--- src/core/uls_pkg.sv ---
// Shared constants and carrier types for the ULPI transceiver link-side signalling.
// Assumes one 40 MHz system clock that stands in for the ULPI interface clock.
package uls_pkg;

  // Bus geometry: DATA[0] is the LSB, DATA[7] the MSB.
  localparam int          ULPI_W        = 8;
  localparam logic [7:0]  BUS_IDLE      = 8'h00;

  // Clock figures.
  localparam int          IFC_CLK_MHZ   = 60;
  localparam int          REF_CLK_NS    = 25;

  // Least low time of the chip reset, and its count of ref_clk cycles, rounded up.
  localparam int          RESET_MIN_NS  = 1000;
  localparam int          RESET_MIN_CYC = (RESET_MIN_NS + REF_CLK_NS - 1) / REF_CLK_NS;

  // Values after reset.
  localparam logic        DIR_RST       = 1'b0;
  localparam logic        NXT_RST       = 1'b0;
  localparam logic [7:0]  DATA_RST      = 8'h00;
  localparam logic        MODE_RST      = 1'b0;
  localparam logic [1:0]  SYNC_RST      = 2'h0;

  // Bus ownership sequence, Gray coded along the usual path.
  typedef enum logic [2:0] {
    ULS_IDLE    = 3'h0,
    ULS_TURN_UP = 3'h1,
    ULS_SEND    = 3'h3,
    ULS_TURN_DN = 3'h2,
    ULS_RECV    = 3'h6
  } uls_state_e;

  // Pins the transceiver drives toward the link.
  typedef struct packed {
    logic             dir;
    logic             nxt;
    logic [ULPI_W-1:0] data;
    logic             data_oe;
    logic             ctl_oe;
  } uls_pins_s;

  // One byte on the user side, either direction.
  typedef struct packed {
    logic             valid;
    logic             last;
    logic [ULPI_W-1:0] data;
  } uls_byte_s;

endpackage

--- src/core/uls_phy_link.sv ---
// Link-facing digital signalling of a ULPI transceiver: bus ownership, pacing, stop
// handling, clock mode strap and chip reset behaviour.
// Assumes the link meets the ULPI protocol on the far side and that ref_clk models the
// interface clock; rstn is the active-low chip reset and may change at any time.
//
// Contract
// With bytes waiting for the link, the transceiver raises DIR before it drives the bus.
// With nothing to send, DIR stays low, the bus is left to the link and watched for commands.
// In clock-output mode the interface clock is generated and every output changes on its rising edge.
// A clock output pin found strapped high selects clock-input mode and is never driven.
// In clock-input mode the link supplies the interface clock that times the whole interface.
// While the link transmits, NXT is high in each cycle in which the presented byte is taken.
// The data bus is eight bits wide, bit 0 the least and bit 7 the most significant.
// The link ends the current stream by holding STP high for exactly one clock cycle.
// In a transfer from the link, the byte seen in the cycle before STP is the final byte.
// While chip reset is low the part stays suspended with regulators off and resumes when it rises.
// Chip reset may change at any moment with no timing relation to any clock.
// After chip reset is released all interface state returns to defaults and every state machine restarts.
// While chip reset is low every ULPI pin is in high impedance.
// Each change of DIR is followed by one turnaround cycle in which nobody drives the bus.
`timescale 1ns/1ps

module uls_phy_link (
  // Clock and chip reset
  input  wire logic                     ref_clk,
  input  wire logic                     rstn,
  // ULPI control and data pins toward the link
  input  wire logic                     stp,
  input  wire logic [uls_pkg::ULPI_W-1:0] data_in,
  output uls_pkg::uls_pins_s            pins,
  // Clock output pin, also read as the mode strap
  input  wire logic                     interface_clock_out_in,
  output logic                          interface_clock_out_o,
  output logic                          interface_clock_out_oe,
  // Power and mode status
  output logic                          suspended,
  output logic                          regulators_en,
  output logic                          clock_in_mode,
  // Bytes from the transceiver core toward the link
  input  uls_pkg::uls_byte_s            up_byte,
  output logic                          up_ready,
  // Bytes received from the link
  output uls_pkg::uls_byte_s            dn_byte
);
  import uls_pkg::*;

  function automatic logic is_cmd(input logic [ULPI_W-1:0] b);
    is_cmd = (b != BUS_IDLE);
  endfunction

  // Reset release synchroniser; assertion stays asynchronous so pins float at once.
  logic [1:0]  rst_sync_reg;
  logic        run;

  always_ff @(posedge ref_clk or negedge rstn) begin
    if (!rstn) begin
      rst_sync_reg <= SYNC_RST;
    end else begin
      rst_sync_reg <= {rst_sync_reg[0], 1'b1};
    end
  end

  assign run = rst_sync_reg[1];

  // Strap and power state.
  logic        strap_done_reg;
  logic        strap_done_next;
  logic        clk_in_mode_reg;
  logic        clk_in_mode_next;
  logic        clk_out_reg;
  logic        clk_out_next;
  logic        clk_oe_reg;
  logic        clk_oe_next;
  logic        awake_reg;
  logic        awake_next;
  logic        suspended_reg;
  logic        suspended_next;

  // The strap is read one cycle after the synchronised release, while the pin is still undriven.
  assign strap_done_next  = strap_done_reg | run;
  assign clk_in_mode_next = (run && !strap_done_reg) ? interface_clock_out_in
                                                     : clk_in_mode_reg;
  assign clk_oe_next      = strap_done_reg & ~clk_in_mode_reg;
  // The toggle marks the interface clock edges; a real part drives the PLL output here.
  assign clk_out_next     = clk_oe_next ? ~clk_out_reg : 1'b0;
  assign awake_next       = run;
  assign suspended_next   = ~run;

  // Bus ownership sequence.
  uls_state_e  state_reg;
  uls_state_e  state_next;
  logic        dir_reg;
  logic        dir_next;
  logic        nxt_reg;
  logic        nxt_next;
  logic [ULPI_W-1:0] data_out_reg;
  logic [ULPI_W-1:0] data_out_next;
  logic        data_oe_reg;
  logic        data_oe_next;
  logic        ctl_oe_reg;
  logic        ctl_oe_next;
  logic        up_ready_reg;
  logic        up_ready_next;
  logic        sent_last_reg;
  logic        sent_last_next;
  logic        load;
  logic        ready;

  assign ready = run & strap_done_reg;
  assign load  = up_ready_reg & up_byte.valid;

  always_comb begin
    state_next = state_reg;
    case (state_reg)
      ULS_IDLE: begin
        if (ready && up_byte.valid) begin
          state_next = ULS_TURN_UP;
        end else if (ready && is_cmd(data_in)) begin
          state_next = ULS_RECV;
        end
      end
      ULS_TURN_UP: begin
        state_next = ULS_SEND;
      end
      ULS_SEND: begin
        if (stp || sent_last_reg) begin
          state_next = ULS_TURN_DN;
        end
      end
      ULS_TURN_DN: begin
        state_next = ULS_IDLE;
      end
      ULS_RECV: begin
        if (stp) begin
          state_next = ULS_IDLE;
        end
      end
      default: begin
        state_next = ULS_IDLE;
      end
    endcase
  end

  assign sent_last_next = (state_next != ULS_SEND) ? 1'b0
                        : (load ? up_byte.last : sent_last_reg);
  assign dir_next       = (state_next == ULS_TURN_UP) || (state_next == ULS_SEND);
  // Bus is driven only in SEND, so the cycle after each DIR edge is undriven.
  assign data_oe_next   = (state_next == ULS_SEND);
  assign data_out_next  = load ? up_byte.data : data_out_reg;
  assign up_ready_next  = ((state_next == ULS_TURN_UP) || (state_next == ULS_SEND))
                        && !sent_last_next;
  assign nxt_next       = (state_next == ULS_RECV) || ((state_next == ULS_SEND) && load);
  assign ctl_oe_next    = run;

  // Receive path: a byte is held until the next cycle shows whether STP follows it.
  logic        pend_valid_reg;
  logic        pend_valid_next;
  logic [ULPI_W-1:0] pend_data_reg;
  logic [ULPI_W-1:0] pend_data_next;
  uls_byte_s   dn_reg;
  uls_byte_s   dn_next;
  logic        in_recv;
  logic        accept;

  assign in_recv = (state_reg == ULS_RECV);
  assign accept  = in_recv & nxt_reg & ~stp;

  always_comb begin
    dn_next         = '0;
    pend_valid_next = pend_valid_reg;
    pend_data_next  = pend_data_reg;
    if (in_recv && stp) begin
      dn_next.valid   = pend_valid_reg;
      dn_next.last    = pend_valid_reg;
      dn_next.data    = pend_data_reg;
      pend_valid_next = 1'b0;
    end else if (accept) begin
      dn_next.valid   = pend_valid_reg;
      dn_next.data    = pend_data_reg;
      pend_valid_next = 1'b1;
      pend_data_next  = data_in;
    end else if (!in_recv) begin
      pend_valid_next = 1'b0;
    end
  end

  // Every flop but rst_sync_reg takes its reset value at once on chip reset and keeps it until the synchronised release.
  always_ff @(posedge ref_clk or negedge rstn) begin
    if (!rstn) begin
      strap_done_reg  <= 1'b0;
      clk_in_mode_reg <= MODE_RST;
      clk_out_reg     <= 1'b0;
      clk_oe_reg      <= 1'b0;
      awake_reg       <= 1'b0;
      suspended_reg   <= 1'b1;
    end else begin
      strap_done_reg  <= strap_done_next;
      clk_in_mode_reg <= clk_in_mode_next;
      clk_out_reg     <= clk_out_next;
      clk_oe_reg      <= clk_oe_next;
      awake_reg       <= awake_next;
      suspended_reg   <= suspended_next;
    end
  end

  always_ff @(posedge ref_clk or negedge rstn) begin
    if (!rstn) begin
      state_reg     <= ULS_IDLE;
      dir_reg       <= DIR_RST;
      nxt_reg       <= NXT_RST;
      data_out_reg  <= DATA_RST;
      data_oe_reg   <= 1'b0;
      ctl_oe_reg    <= 1'b0;
      up_ready_reg  <= 1'b0;
      sent_last_reg <= 1'b0;
    end else begin
      state_reg     <= state_next;
      dir_reg       <= dir_next;
      nxt_reg       <= nxt_next;
      data_out_reg  <= data_out_next;
      data_oe_reg   <= data_oe_next;
      ctl_oe_reg    <= ctl_oe_next;
      up_ready_reg  <= up_ready_next;
      sent_last_reg <= sent_last_next;
    end
  end

  always_ff @(posedge ref_clk or negedge rstn) begin
    if (!rstn) begin
      pend_valid_reg <= 1'b0;
      pend_data_reg  <= DATA_RST;
      dn_reg         <= '0;
    end else begin
      pend_valid_reg <= pend_valid_next;
      pend_data_reg  <= pend_data_next;
      dn_reg         <= dn_next;
    end
  end

  assign pins.dir               = dir_reg;
  assign pins.nxt               = nxt_reg;
  assign pins.data              = data_out_reg;
  assign pins.data_oe           = data_oe_reg;
  assign pins.ctl_oe            = ctl_oe_reg;
  assign interface_clock_out_o  = clk_out_reg;
  assign interface_clock_out_oe = clk_oe_reg;
  assign suspended              = suspended_reg;
  assign regulators_en          = awake_reg;
  assign clock_in_mode          = clk_in_mode_reg;
  assign up_ready               = up_ready_reg;
  assign dn_byte                = dn_reg;

endmodule

--- config.mk ---
export PLATFORM = sky130hd
export DESIGN_NAME = uls_phy_link
export DESIGN_NICKNAME = d
export VERILOG_FILES = /design/src/core/uls_pkg.sv /design/src/core/uls_phy_link.sv
export SDC_FILE = /design/constraint.sdc
export NUM_CORES = 1
export LEC_CHECK = 0
export ABC_CLOCK_PERIOD_IN_PS = 1650
export BUFFER_PORTS_ARGS = -buffer_cell sky130_fd_sc_hd__buf_2
export CAP_MARGIN = 20
export CORE_MARGIN = 5
export CORE_UTILIZATION = 49
export DETAILED_ROUTE_END_ITERATION = 8
export GPL_ROUTABILITY_DRIVEN = 0
export PLACE_DENSITY = 0.75
export SETUP_SLACK_MARGIN = 0.2
export SLEW_MARGIN = 25
export SYNTH_ARGS = -nofsm -noshare
export SYNTH_HDL_FRONTEND = slang
export SYNTH_SLANG_ARGS = --single-unit
--- constraint.sdc ---
create_clock -name ref_clk -period 1.65 [get_ports ref_clk]
set_clock_uncertainty 0.2 [all_clocks]
set_input_delay 0.4125 -clock ref_clk [delete_from_list [all_inputs] [get_ports ref_clk]]
set_output_delay 0.4125 -clock ref_clk [all_outputs]
set_load 0.03 [all_outputs]
## After elaboration in Yosys (flattened, before gate mapping)

Cells that the tools add are included.

- Eq/ne operators: 8
- Reduce and logical (&&, ||, !) cells: 14
- Mux-type cells: 16
- Bitwise operators: 11

Operators with widths:

| operator | number |
|---|---|
| 8-bit 2-to-1 mux | 2 |
| 3-bit 2-to-1 mux | 4 |
| 3-bit one-hot mux with 4 select lines | 1 |
| 1-bit 2-to-1 mux | 9 |
| 8-bit nonzero test | 1 |
| 3-bit by 1-bit equality test with 1-bit output, second input constant | 2 |
| 3-bit by 2-bit equality test with 1-bit output, second input constant | 2 |
| 3-bit equality test, second input constant | 2 |
| 1-bit logical AND | 6 |
| 1-bit AND | 5 |
| 1-bit NOT | 5 |
| 3-bit logical NOT | 1 |
| 1-bit logical OR | 3 |
| 3-bit by 1-bit inequality test with 1-bit output, second input constant | 1 |
| 3-bit by 2-bit inequality test with 1-bit output, second input constant | 1 |
| 1-bit logical NOT | 2 |
| 2-bit AND reduction | 1 |
| 1-bit OR | 1 |

- Logic and storage cells: 68
- Output and inout port bits: 28
- Bits in registers: 43

## Depth between registers and ports, before layout

Gate-level depths: netlist (run 1).

- Word-level depth: 9
- Mapped depth: 3
- Mapped depth without buffers: 3

## Least setup slack after synthesis (run 1)

No wires, ideal clock.

- Kind: register to register
- Start point: register up_ready_reg (netlist: up_ready)
- End point: register sent_last_reg
- Arrival time: 1.262 ns
- Data required time: 1.327 ns
- Period minus slack after synthesis: 1.585 ns
- Library setup time: 0.123 ns
- Slack: 0.065 ns
- Stages on the path, launching flop included: 4
- Path buffers: 0
- Cell sequence: dfrtp_1 -> nand2_1 -> mux2_2 -> nor2b_1

- Cells in the longest elaborated chain, start to end: 3

Ends and longest elaborated chain:

| item | line | text |
|---|---|---|
| start, declared | uls_phy_link.sv:102 | `logic up_ready_reg;` |
| start signal, assigned | uls_phy_link.sv:223 | `up_ready_reg <= up_ready_next;` |
| 1-bit AND | uls_phy_link.sv:110 | `assign load = up_ready_reg & up_byte.valid;` |
| 1-bit 2-to-1 mux | uls_phy_link.sv:145 | `: (load ? up_byte.last : sent_last_reg);` |
| 1-bit 2-to-1 mux | uls_phy_link.sv:144 | `assign sent_last_next = (state_next != ULS_SEND) ? 1'b0` |
| named net sent_last_next | uls_phy_link.sv:105 | `logic sent_last_next;` |
| end signal, assigned | uls_phy_link.sv:224 | `sent_last_reg <= sent_last_next;` |
| end, declared | uls_phy_link.sv:104 | `logic sent_last_reg;` |

The timed path passes the listed nets, and every way through them passes these cells.
A chain may end at the register's enable or synchronous reset.

## Final worst setup path (run 1)

- Start point: register state_reg[2]
- End point: register nxt_reg

- Cells in the longest elaborated chain, start to end: 6

Ends and longest elaborated chain:

| item | line | text |
|---|---|---|
| start, declared | uls_phy_link.sv:90 | `uls_state_e state_reg;` |
| start signal, assigned | uls_phy_link.sv:217 | `state_reg <= state_next;` |
| 3-bit 2-to-1 mux | uls_phy_link.sv:118 | `end else if (ready && is_cmd(data_in)) begin` |
| 3-bit 2-to-1 mux | uls_phy_link.sv:116 | `if (ready && up_byte.valid) begin` |
| 3-bit one-hot mux with 4 select lines (*) | uls_phy_link.sv:114 | `case (state_reg)` |
| 3-bit by 2-bit equality test with 1-bit output | uls_phy_link.sv:152 | `assign nxt_next = (state_next == ULS_RECV) \|\| ((state_next == ULS_SEND) && load);` |
| 1-bit logical AND | uls_phy_link.sv:152 |  |
| 1-bit logical OR (*) | uls_phy_link.sv:152 |  |
| named net nxt_next | uls_phy_link.sv:95 | `logic nxt_next;` |
| end signal, assigned | uls_phy_link.sv:219 | `nxt_reg <= nxt_next;` |
| end, declared | uls_phy_link.sv:94 | `logic nxt_reg;` |

Mark *: on every way through the listed nets, which the timed path passes. The rest lies on a longest branch.

==> metrics.md, run 1 <==
| Metric | Value |
|---|---|
| Status | finished clean |
| Area grow syn2layout | 47.2% |
| Minimum clock period after layout | 1.63 ns |
| Arrival time of the worst setup path | 1.69 ns |
| Hold/Removal Path Class | primary input to flip-flop |
| Number of iterations in the first detailed-routing pass | 4 |
| Final wirelength | 3.11 mm |
| Post-DP HPWL | 2.06 mm |
| First-pass GRT wire length | 4.95 mm |
| Peak supply drop | 0.000979 V |
| CTS Buf Count | 5 |
| Most frequent cells after synthesis | 42 x dfrtp_1, 17 x mux2_2, 9 x and2_1, 8 x nand2_1 |
| Synth Warn # | 0 |
| Count leader, synth | dfrtp_1 |
| Initial Util | 51.0% |
| Number of flops mapped to enable cells by yosys | 0 |
| Yosys top cell area share | 67.5% |
| Number of flip-flops in the largest register | 10 |
| Initial drt markers | 26 |
| Fin area | 2290 sq um |
| Core Footprint | 3050 sq um |
| Reg clk slew, reported paths | 0.12 ns |
| H-tree depth | 2 |
| Die height | 66.4 um |
| Antenna diode instance count | 0 |
| DRC violations left | 0 |
| Layout Nets | 197 |
| Grt ovf | 0 |
| DIE AREA | 4410 sq um |
| Max_cap viols | 0 |
| Max Transition Viols Final | 0 |
| Via/cell ratio | 4.75 |
| CTS root buf | clkbuf_4 |
| FFs w/ async S/R, synth | 100% |
| Cell Area, Synth | 1560 sq um |
| Row cnt | 20 |
| CTS tree | yes |
| I/O pin cnt | 50 |
| Mean Syn Cell Area | 14.3 sq um |
| Chip Width | 66.4 um |
| Area of the multi-input gates | 548 sq um |
| Via count | 1045 |
| WL per Instance | 14.1 um |
| Final period util | 99.0% |
| GRT Total Usage | 15.4% |
| IO buf count | 49 |
| Register area | 1080 sq um |
| Layout cell share with drive strength beyond 1 | 58.5% |
| Worst EP required | 1.70 ns |
| Antenna-violating nets left | 0 |
| # setup viols final | 0 |
| Synth area leader | dfrtp_1 |
| RSZ-0062 raised after global routing | true |
| Final hold vios | 0 |
| Top cells by area, synth | dfrtp_1 67%, mux2_2 12%, and2_1 3.6% |
| Clock tree sinks | 43 |
| Distinct cells, synth | 24 |
| Syn Nets | 131 |
| Startpoint Class | flip-flop |
| Leak | 0.00118 uW |
| Initial antenna violation count | 0 |
| Mapped Cells | 109 |
| Clk_lat worst skew | 0.34 ns |
| Crit Path Max Fanout | 4 |
| DP Area | 1870 sq um |
| Pin count of the biggest net entering global routing | 44 |
| Worst setup EP type | flip-flop |
| Clk buf depth | 2 |
| WHS | 0.0935 ns |
| Fillers | 202 |
| Flops & latches, synth | 43 |
| Vias in the first global route | 1128 |
| Design Power | 3290 uW |
| Seq/Total Area, Yosys | 69.2% |
| Fmax achieved | 0.612 GHz |
| Main synth FF type | dfrtp_1 |
| PwrDens | 1440 nW/um^2 |
| WS Path Type | flip-flop to flip-flop |
## critical path, cell delays in order (launching register included)
cell and delay [ns]:
dfrtp_1 0.44, or4b_4 0.56, a211o_1 0.27, o221ai_1 0.08
## power breakdown
part / leakage, uW / total, uW / internal, uW / switching, uW
sequential: 0.000553 / 1450 / 1290 / 163
combinational: 0.000585 / 1280 / 656 / 629
clock: 0.0000386 / 556 / 251 / 305
## logic make-up after synthesis
| kind of cell | share of synthesized area [%] |
|---|---|
| AO/OA/AOI/OAI | 2.89 |
| multiplexers | 12.3 |
| AND/OR/NAND/NOR | 13.0 |
| buffers and inverters | 2.41 |
| other | 0.241 |
| flip-flops | 69.2 |
## stage by stage
step / setup WS, ns / std cells / utilization [%] / TNS [ns]
detailed placement: 0.0482 / 202 / 61.4 / 0
global placement: 0.0776 / 202 / 61.4 / 0
CTS: 0.0217 / 215 / 70.9 / 0
global route: -0.00686 / 220 / 75.1 / -0.0161
finish: 0.0158 / 220 / 75.1 / 0
floorplan: 0.152 / 109 / - / 0
## layout make-up
class	count	share of cell area, %
Timing Repair Buffer	62	23.4
Inverter	2	0.327
Clock buffer	8	3.00
Multi-Input combinational cell	61	23.9
Sequential cell	43	47.0
Tap cell	44	2.40
## repair_timing
| item | 4_1_cts | 5_1_grt |
|---|---|---|
| endpoints found under the hold margin | 42 | 0 |
| buffers inserted | 4 | 4 |
| pin swaps | 3 | 7 |
| gates cloned | 0 | 1 |
| setup endpoints to repair | 51 | 57 |
| hold buffers | 1 | 0 |
| resized for setup | 58 | 26 |
## metal layers
layer / part of all wire, % / vias up / GRT usage, %
met5: 0 / - / 0
met1: 39 / 517 / 15.5
li1: - / 497 / -
met4: 1.1 / 0 / 9.90
met3: 5.5 / 2 / 3.57
met2: 54 / 29 / 28.0
## cells in the final DEF, fill, tap and decap left out, drive strengths merged, types with 2 or more instances in the layout
cell	count
nor2b	3
nand3b	2
mux2	17
o21ai	4
clkbuf	8
nor4	2
or2	2
nor2	5
buf	61
dfrtp	42
nand2	9
and2	9
inv	2
## path summary, 6_finish.rpt
check / from / endpoint / slack (ns) / cells past startpoint
max: state_reg[2] / nxt_reg / 0.02 / 3
min: up_byte[5] / data_out_reg[5] / 0.09 / 2
max reg2reg: state_reg[2] / nxt_reg / 0.02 / 3
min reg2reg: rst_sync_reg[0] / rst_sync_reg[1] / 0.17 / 0
max in group asynchronous: rstn / suspended / 0.63 / 3
min in group asynchronous: rstn / up_ready / 0.36 / 3
No activity file was read; power rests on OpenSTA's default activity.
==> run 2: changes to the inputs <==
--- a/config.mk
+++ b/config.mk
@@ -5,7 +5,7 @@
 export SDC_FILE = /design/constraint.sdc
 export NUM_CORES = 1
 export LEC_CHECK = 0
-export ABC_CLOCK_PERIOD_IN_PS = 1650
+export ABC_CLOCK_PERIOD_IN_PS = 1630
 export BUFFER_PORTS_ARGS = -buffer_cell sky130_fd_sc_hd__buf_2
 export CAP_MARGIN = 20
 export CORE_MARGIN = 5
==> constraint.sdc (replaced) <==
create_clock -name ref_clk -period 1.63 [get_ports ref_clk]
set_clock_uncertainty 0.2 [all_clocks]
set_input_delay 0.4075 -clock ref_clk [delete_from_list [all_inputs] [get_ports ref_clk]]
set_output_delay 0.4075 -clock ref_clk [all_outputs]
set_load 0.03 [all_outputs]
==> run 2 against run 1 <==
Against the previous run:
- count of clock-buffer cells in the layout fell by 2
- die area unchanged
- first-iteration DRC count is 27% higher
- critical path type unchanged
- largest power group unchanged
==> metrics.md, run 2 (synthesis gave the netlist of run 1 again) <==
| Metric | Value |
|---|---|
| Status | finished clean |
| Most common cell after layout, fill and taps aside | dfrtp_1 |
| DRC violations left | 0 (unchanged) |
| Via count | 1075 (+2.9%) |
| Leak | 0.00119 uW (+1.3%) |
| Max Transition Viols Final | 0 (unchanged) |
| Setup tns final | 0 ns (unchanged) |
| Post-DP HPWL | 2.15 mm (+4.3%) |
| Die height | 66.4 um (unchanged) |
| Core Footprint | 3050 sq um (unchanged) |
| Clk buf depth | 2 (unchanged) |
| WS Path Type | flip-flop to flip-flop |
| Row cnt | 20 (unchanged) |
| Antenna diode instance count | 0 (unchanged) |
| Switching part of the total | 34.4% (+1.1 points) |
| Clock Power Share | 14.0% (-2.9 points) |
| Number of iterations in the first detailed-routing pass | 3 (-1) |
| Final setup margin | 0.00535 ns (-0.0104 ns) |
| RSZ-0062 raised after global routing | true |
| Max_cap viols | 0 (unchanged) |
| Pre-CTS WS | 0.0304 ns (-0.0179 ns) |
| Final hold vios | 0 (unchanged) |
| Final core utilization | 75.5% (+0.41 points) |
| WL per Instance | 15.5 um (+9.4%) |
| Layout Nets | 201 (+2.0%) |
| Vias in the first global route | 1126 (-0.18%) |
| Antenna-violating nets left | 0 (unchanged) |
| Reg clk slew, reported paths | 0.11 ns (about the same) |
| CTS tree | yes |
| Arrival time of the worst setup path | 1.69 ns (about the same) |
| Fmax achieved | 0.616 GHz (+0.59%) |
| Worst setup EP type | flip-flop |
| Via/cell ratio | 4.84 (+1.9%) |
| Crit Path Max Fanout | 3 (-1) |
| Clk_lat worst skew | 0.33 ns (about the same) |
| I/O pin cnt | 50 (unchanged) |
| Area grow syn2layout | 48.0% |
| CTS Buf Count | 5 (unchanged) |
| Combinational share of power | 40.4% (+1.4 points) |
| IO buf count | 49 (unchanged) |
| Worst r2r src | state_reg[2] |
| DIE AREA | 4410 sq um (unchanged) |
| Startpoint Class | flip-flop |
| Initial Util | 51.0% (unchanged) |
| Number of flip-flops in the largest register | 10 (unchanged) |
| Hold_sp | up_byte[6] |
| Chip Width | 66.4 um (unchanged) |
| Worst EP required | 1.69 ns (about the same) |
| Sw Pwr | 1120 uW (+1.8%) |
| Clock tree sinks | 43 (unchanged) |
| CTS root buf | clkbuf_4 |
| Setup crit start | state_reg[2] |
| # setup viols final | 0 (unchanged) |
| Initial drt markers | 33 (+27%) |
| Int Power | 2130 uW (-3.3%) |
| Final period util | 99.7% (+0.63 points) |
| PwrDens | 1410 nW/um^2 (-2.1%) |
| Final wirelength | 3.43 mm (+10%) |
| GRT Total Usage | 16.7% (+1.3 points) |
| First-pass GRT wire length | 5.38 mm (+8.8%) |
| Most frequent cells in the layout | 42 x dfrtp_1, 30 x buf_6, 21 x buf_2 |
| Fillers | 205 (+1.5%) |
| Design Power | 3240 uW (-1.6%) |
| Grt ovf | 0 (unchanged) |
| Hold/Removal Path Class | primary input to flip-flop |
| H-tree depth | 2 (unchanged) |
| Initial antenna violation count | 0 (unchanged) |
| Minimum clock period after layout | 1.62 ns (-0.00956 ns) |
| Peak supply drop | 0.00103 V (+4.8%) |
| Seq pwr share | 45.6% (+1.5 points) |
| Layout cell share with drive strength beyond 1 | 61.8% (+3.3 points) |
| Pin count of the biggest net entering global routing | 44 (unchanged) |
run 2: changes by cell type in the layout (fill, tap and decap cells not counted), sizes merged:
cell	before	now
buf	61	65
clkbuf	8	6
run 2: power groups by stage:
stage | sequential, uW | clock [uW] | combinational, uW
finish | 1480 | 453 | 1310
global route | 1520 | 518 | 1390
CTS | 1460 | 462 | 1190
detailed placement | 1450 | 0 | 903
global placement | 1430 | 0 | 880
floorplan | 1690 | 0 | 398
run 2: worst paths after layout:
check / endpoint / slack [ns] / depth (start not counted)
worst min-delay path: data_out_reg[6] / 0.1 / 2
worst max register to register: state_reg[2] / 0.005 / 3
min in group asynchronous: interface_clock_out_oe / 0.36 / 3
worst min register to register: rst_sync_reg[1] / 0.19 / 0
worst max-delay path: state_reg[2] / 0.005 / 3
max in group asynchronous: suspended / 0.62 / 3
run 2: critical path, cell delays in order, from the launching register on:
cell	delay, ns
dfrtp_1	0.43
or4b_4	0.56
a211o_1	0.29
o21ai_1	0.09
run 2: area by class of cell:
class / count / area [sq um] / area share (%)
Timing Repair Buffer: 66 / 571 / 24.7
Tap cell: 44 / 55.1 / 2.39
Clock buffer: 6 / 41.3 / 1.79
Inverter: 2 / 7.51 / 0.326
Sequential cell: 43 / 1080 / 46.7
Multi-Input combinational cell: 61 / 554 / 24.0
run 2: per-layer routing:
metal | track usage (%) | share of wire, %
met1 | 18.9 | 39
met2 | 29.1 | 54
met3 | 5.27 | 4.7
met4 | 6.09 | 2.0
met5 | 0 | 0
run 2: repair_timing:
item	4_1_cts	5_1_grt
buffers inserted	5	7
cloned	0	1
endpoints found under the hold margin	42	0
endpoints found under the setup margin	51	57
resized for setup	63	26
pin swaps	3	6
hold buffers	1	0
run 2: stage by stage:
step	std cells	hold WS (ns)	cell area [sq um]
after CTS	214	0.0881	2160
after global routing	222	0.0703	2310
after detailed placement	202	0.170	1870
final	222	0.0997	2310
after floorplan	109	-0.0881	1560
after global placement	202	0.134	1870
==> run 3: changes to the inputs <==
--- a/config.mk
+++ b/config.mk
@@ -5,14 +5,17 @@
 export SDC_FILE = /design/constraint.sdc
 export NUM_CORES = 1
 export LEC_CHECK = 0
-export ABC_CLOCK_PERIOD_IN_PS = 1630
+export ABC_CLOCK_PERIOD_IN_PS = 1500
 export BUFFER_PORTS_ARGS = -buffer_cell sky130_fd_sc_hd__buf_2
 export CAP_MARGIN = 20
+export CELL_PAD_IN_SITES_DETAIL_PLACEMENT = 1
+export CELL_PAD_IN_SITES_GLOBAL_PLACEMENT = 2
 export CORE_MARGIN = 5
-export CORE_UTILIZATION = 49
+export CORE_UTILIZATION = 32
 export DETAILED_ROUTE_END_ITERATION = 8
 export GPL_ROUTABILITY_DRIVEN = 0
-export PLACE_DENSITY = 0.75
+export PLACE_DENSITY = 0.74
+export REMOVE_ABC_BUFFERS = 1
 export SETUP_SLACK_MARGIN = 0.2
 export SLEW_MARGIN = 25
 export SYNTH_ARGS = -nofsm -noshare
==> constraint.sdc (replaced) <==
create_clock -name ref_clk -period 1.5 [get_ports ref_clk]
set_clock_uncertainty 0.2 [all_clocks]
set_input_delay 0.375 -clock ref_clk [delete_from_list [all_inputs] [get_ports ref_clk]]
set_output_delay 0.375 -clock ref_clk [all_outputs]
set_load 0.03 [all_outputs]
==> run 3 against run 2 <==
Against the previous run:
- the run now ends with setup timing left
- cell area is 3.5% higher
- global-route usage is 3.8 points lower
- largest cell class unchanged
- sequential power is 9% higher
- first-iteration DRC count is 21% lower
- critical path type unchanged
- core utilization is 25 points lower
- register-to-register slack worse by 0.12 ns
==> metrics.md, run 3 (synthesis gave the netlist of run 1 again) <==
| Metric | Value |
|---|---|
| Worst path depth | 3 (unchanged) |
| Peak supply drop | 0.000900 V (-12%) |
| Post-DP HPWL | 2.72 mm (+27%) |
| Fmax achieved | 0.620 GHz (+0.70%) |
| Startpoint Class | flip-flop |
| Worst r2r src | state_reg[2] |
| Row cnt | 25 (+25%) |
| Final period util | 108% (+7.9 points) |
| Clock tree sinks | 43 (unchanged) |
| Fillers | 497 (+140%) |
| Grt ovf | 0 (unchanged) |
| RSZ-0062 raised after global routing | true |
| Initial antenna violation count | 0 (unchanged) |
| Reg2Reg Setup Slack | -0.11 ns (-0.12 ns) |
| Worst Hold Path EP | data_out_reg[3] |
| Clk buf depth | 2 (unchanged) |
| Worst-path cell chain | or4b_4 > a211o_1 > o221ai_1 |
| Status | complete, but fails checks |
| Crit path buffers/inverters | 0 (unchanged) |
| PwrDens | 1630 nW/um^2 (+16%) |
| Register area | 1080 sq um (unchanged) |
| Vias in the first global route | 1267 (+13%) |
| CTS Buf Count | 5 (unchanged) |
| First-pass GRT wire length | 6.23 mm (+16%) |
| WL per Instance | 15.5 um (+0.28%) |
| DRC violations left | 0 (unchanged) |
| Number of flip-flops in the largest register | 10 (unchanged) |
| Hold Path Depth | 2 (unchanged) |
| H-tree depth | 2 (unchanged) |
| Final hold vios | 0 (unchanged) |
| Area of the multi-input gates | 522 sq um (-5.9%) |
| Reg clk slew, reported paths | 0.08 ns (-0.03 ns) |
| Slowest cell on crit path | or4b_4 |
| Hold_sp | up_byte[3] |
| IO buf count | 49 (unchanged) |
| Worst R2R End | nxt_reg |
| WS Path Type | flip-flop to flip-flop |
| Top Family by Delay on Critical Path | simple AND/OR/NAND/NOR gates |
| Initial Util | 33.0% (-18 points) |
| Hold/Removal Path Class | primary input to flip-flop |
| CTS tree | yes |
| Largest stage delay, worst path | 0.54 ns (-0.02 ns) |
| Arrival time of the worst setup path | 1.61 ns (-0.08 ns) |
| Cell Count Post-Placement | 229 (+13%) |
| I/O pin cnt | 50 (unchanged) |
| Via/cell ratio | 4.42 (-8.7%) |
| Layout cell share with drive strength beyond 1 | 58.8% (-3.0 points) |
| Pre-CTS WS | -0.153 ns (-0.183 ns) |
| Leak | 0.00124 uW (+4.2%) |
| Crit Path Max Fanout | 3 (unchanged) |
| Most common cell after layout, fill and taps aside | dfrtp_1 |
| Max_cap viols | 0 (unchanged) |
| Worst EP required | 1.49 ns (-0.20 ns) |
| CTS root buf | clkbuf_8 |
| Final setup margin | -0.113 ns (-0.119 ns) |
| Final cell count without fillers | 249 (+12%) |
| Worst setup EP type | flip-flop |
| # setup viols final | 7 (+7) |
| Worst Reg-to-Reg Cells | 3 (unchanged) |
| GRT Total Usage | 12.9% (-3.8 points) |
| Area grow syn2layout | 53.3% |
| Layout Nets | 203 (+1.0%) |
| DIE AREA | 6360 sq um (+44%) |
| Clk_lat worst skew | 0.29 ns (-0.04 ns) |
| Core Footprint | 4720 sq um (+55%) |
| Antenna-violating nets left | 0 (unchanged) |
| Minimum clock period after layout | 1.61 ns (-0.0113 ns) |
| Antenna diode instance count | 0 (unchanged) |
| Die height | 79.8 um (+20%) |
| Pin count of the biggest net entering global routing | 33 (-25%) |
| Failing checks | setup timing |
| Initial drt markers | 26 (-21%) |
| Max Transition Viols Final | 0 (unchanged) |
| Number of iterations in the first detailed-routing pass | 3 (unchanged) |
| Chip Width | 79.8 um (+20%) |
| Final wirelength | 3.86 mm (+12%) |
| Most frequent cells in the layout | 42 x dfrtp_1, 29 x buf_6, 21 x buf_2 |
| Via count | 1101 (+2.4%) |
[run 3: how the worst max path moves through the flow]
stage	endpoint	startpoint	slack, ns
finish	nxt_reg	state_reg[2]	-0.11
global route	nxt_reg	state_reg[2]	-0.15
CTS	state_reg[2]	state_reg[2]	-0.11
detailed placement	nxt_reg	data_in[5]	-0.15
global placement	nxt_reg	data_in[1]	-0.07
floorplan	sent_last_reg	up_ready	-0.08
[run 3: area by class of cell]
| class | count | area share, % |
|---|---|---|
| timing repair buffer | 69 | 25.0 |
| inverter | 2 | 0.314 |
| multi-input combinational | 60 | 21.9 |
| sequential | 43 | 45.1 |
| clock buffer | 8 | 4.19 |
| tap | 67 | 3.51 |
[run 3: report_power, final]
part	switching (uW)	internal, uW	total (uW)	leakage, uW
logic	706	786	1490	0.000636
registers	184	1420	1610	0.000553
clock network	380	420	800	0.0000515
[run 3: metrics by stage]
| step | util (%) | setup TNS, ns | power, uW | instance area (sq um) | hold WS (ns) |
|---|---|---|---|---|---|
| final | 50.5 | -0.424 | 3900 | 2390 | 0.113 |
| after detailed placement | 40.8 | -1.23 | 2590 | 1930 | 0.0801 |
| after floorplan | - | -0.103 | 2210 | 1530 | -0.121 |
| after global placement | 40.8 | -0.421 | 2530 | 1930 | 0.0746 |
| after CTS | 48.9 | -0.488 | 3810 | 2310 | 0.104 |
| after global routing | 50.5 | -1.00 | 4100 | 2390 | 0.0956 |
[run 3: metal layers]
metal / GRT usage [%] / routed length [um] / vias to the layer above / share of wire, %
met5: 0 / 0 / - / 0
met4: 3.55 / 32 / 0 / 0.83
met3: 4.63 / 228 / 5 / 5.9
met2: 21.7 / 1980 / 40 / 51
met1: 15.5 / 1620 / 552 / 42
li1: - / - / 504 / -
[run 3: what timing repair did]
item	4_1_cts	5_1_grt
hold buffers	1	0
hold endpoints to repair	10	0
setup endpoints to repair	60	61
pin swaps	5	1
setup buffers	5	6
resized for setup	72	11
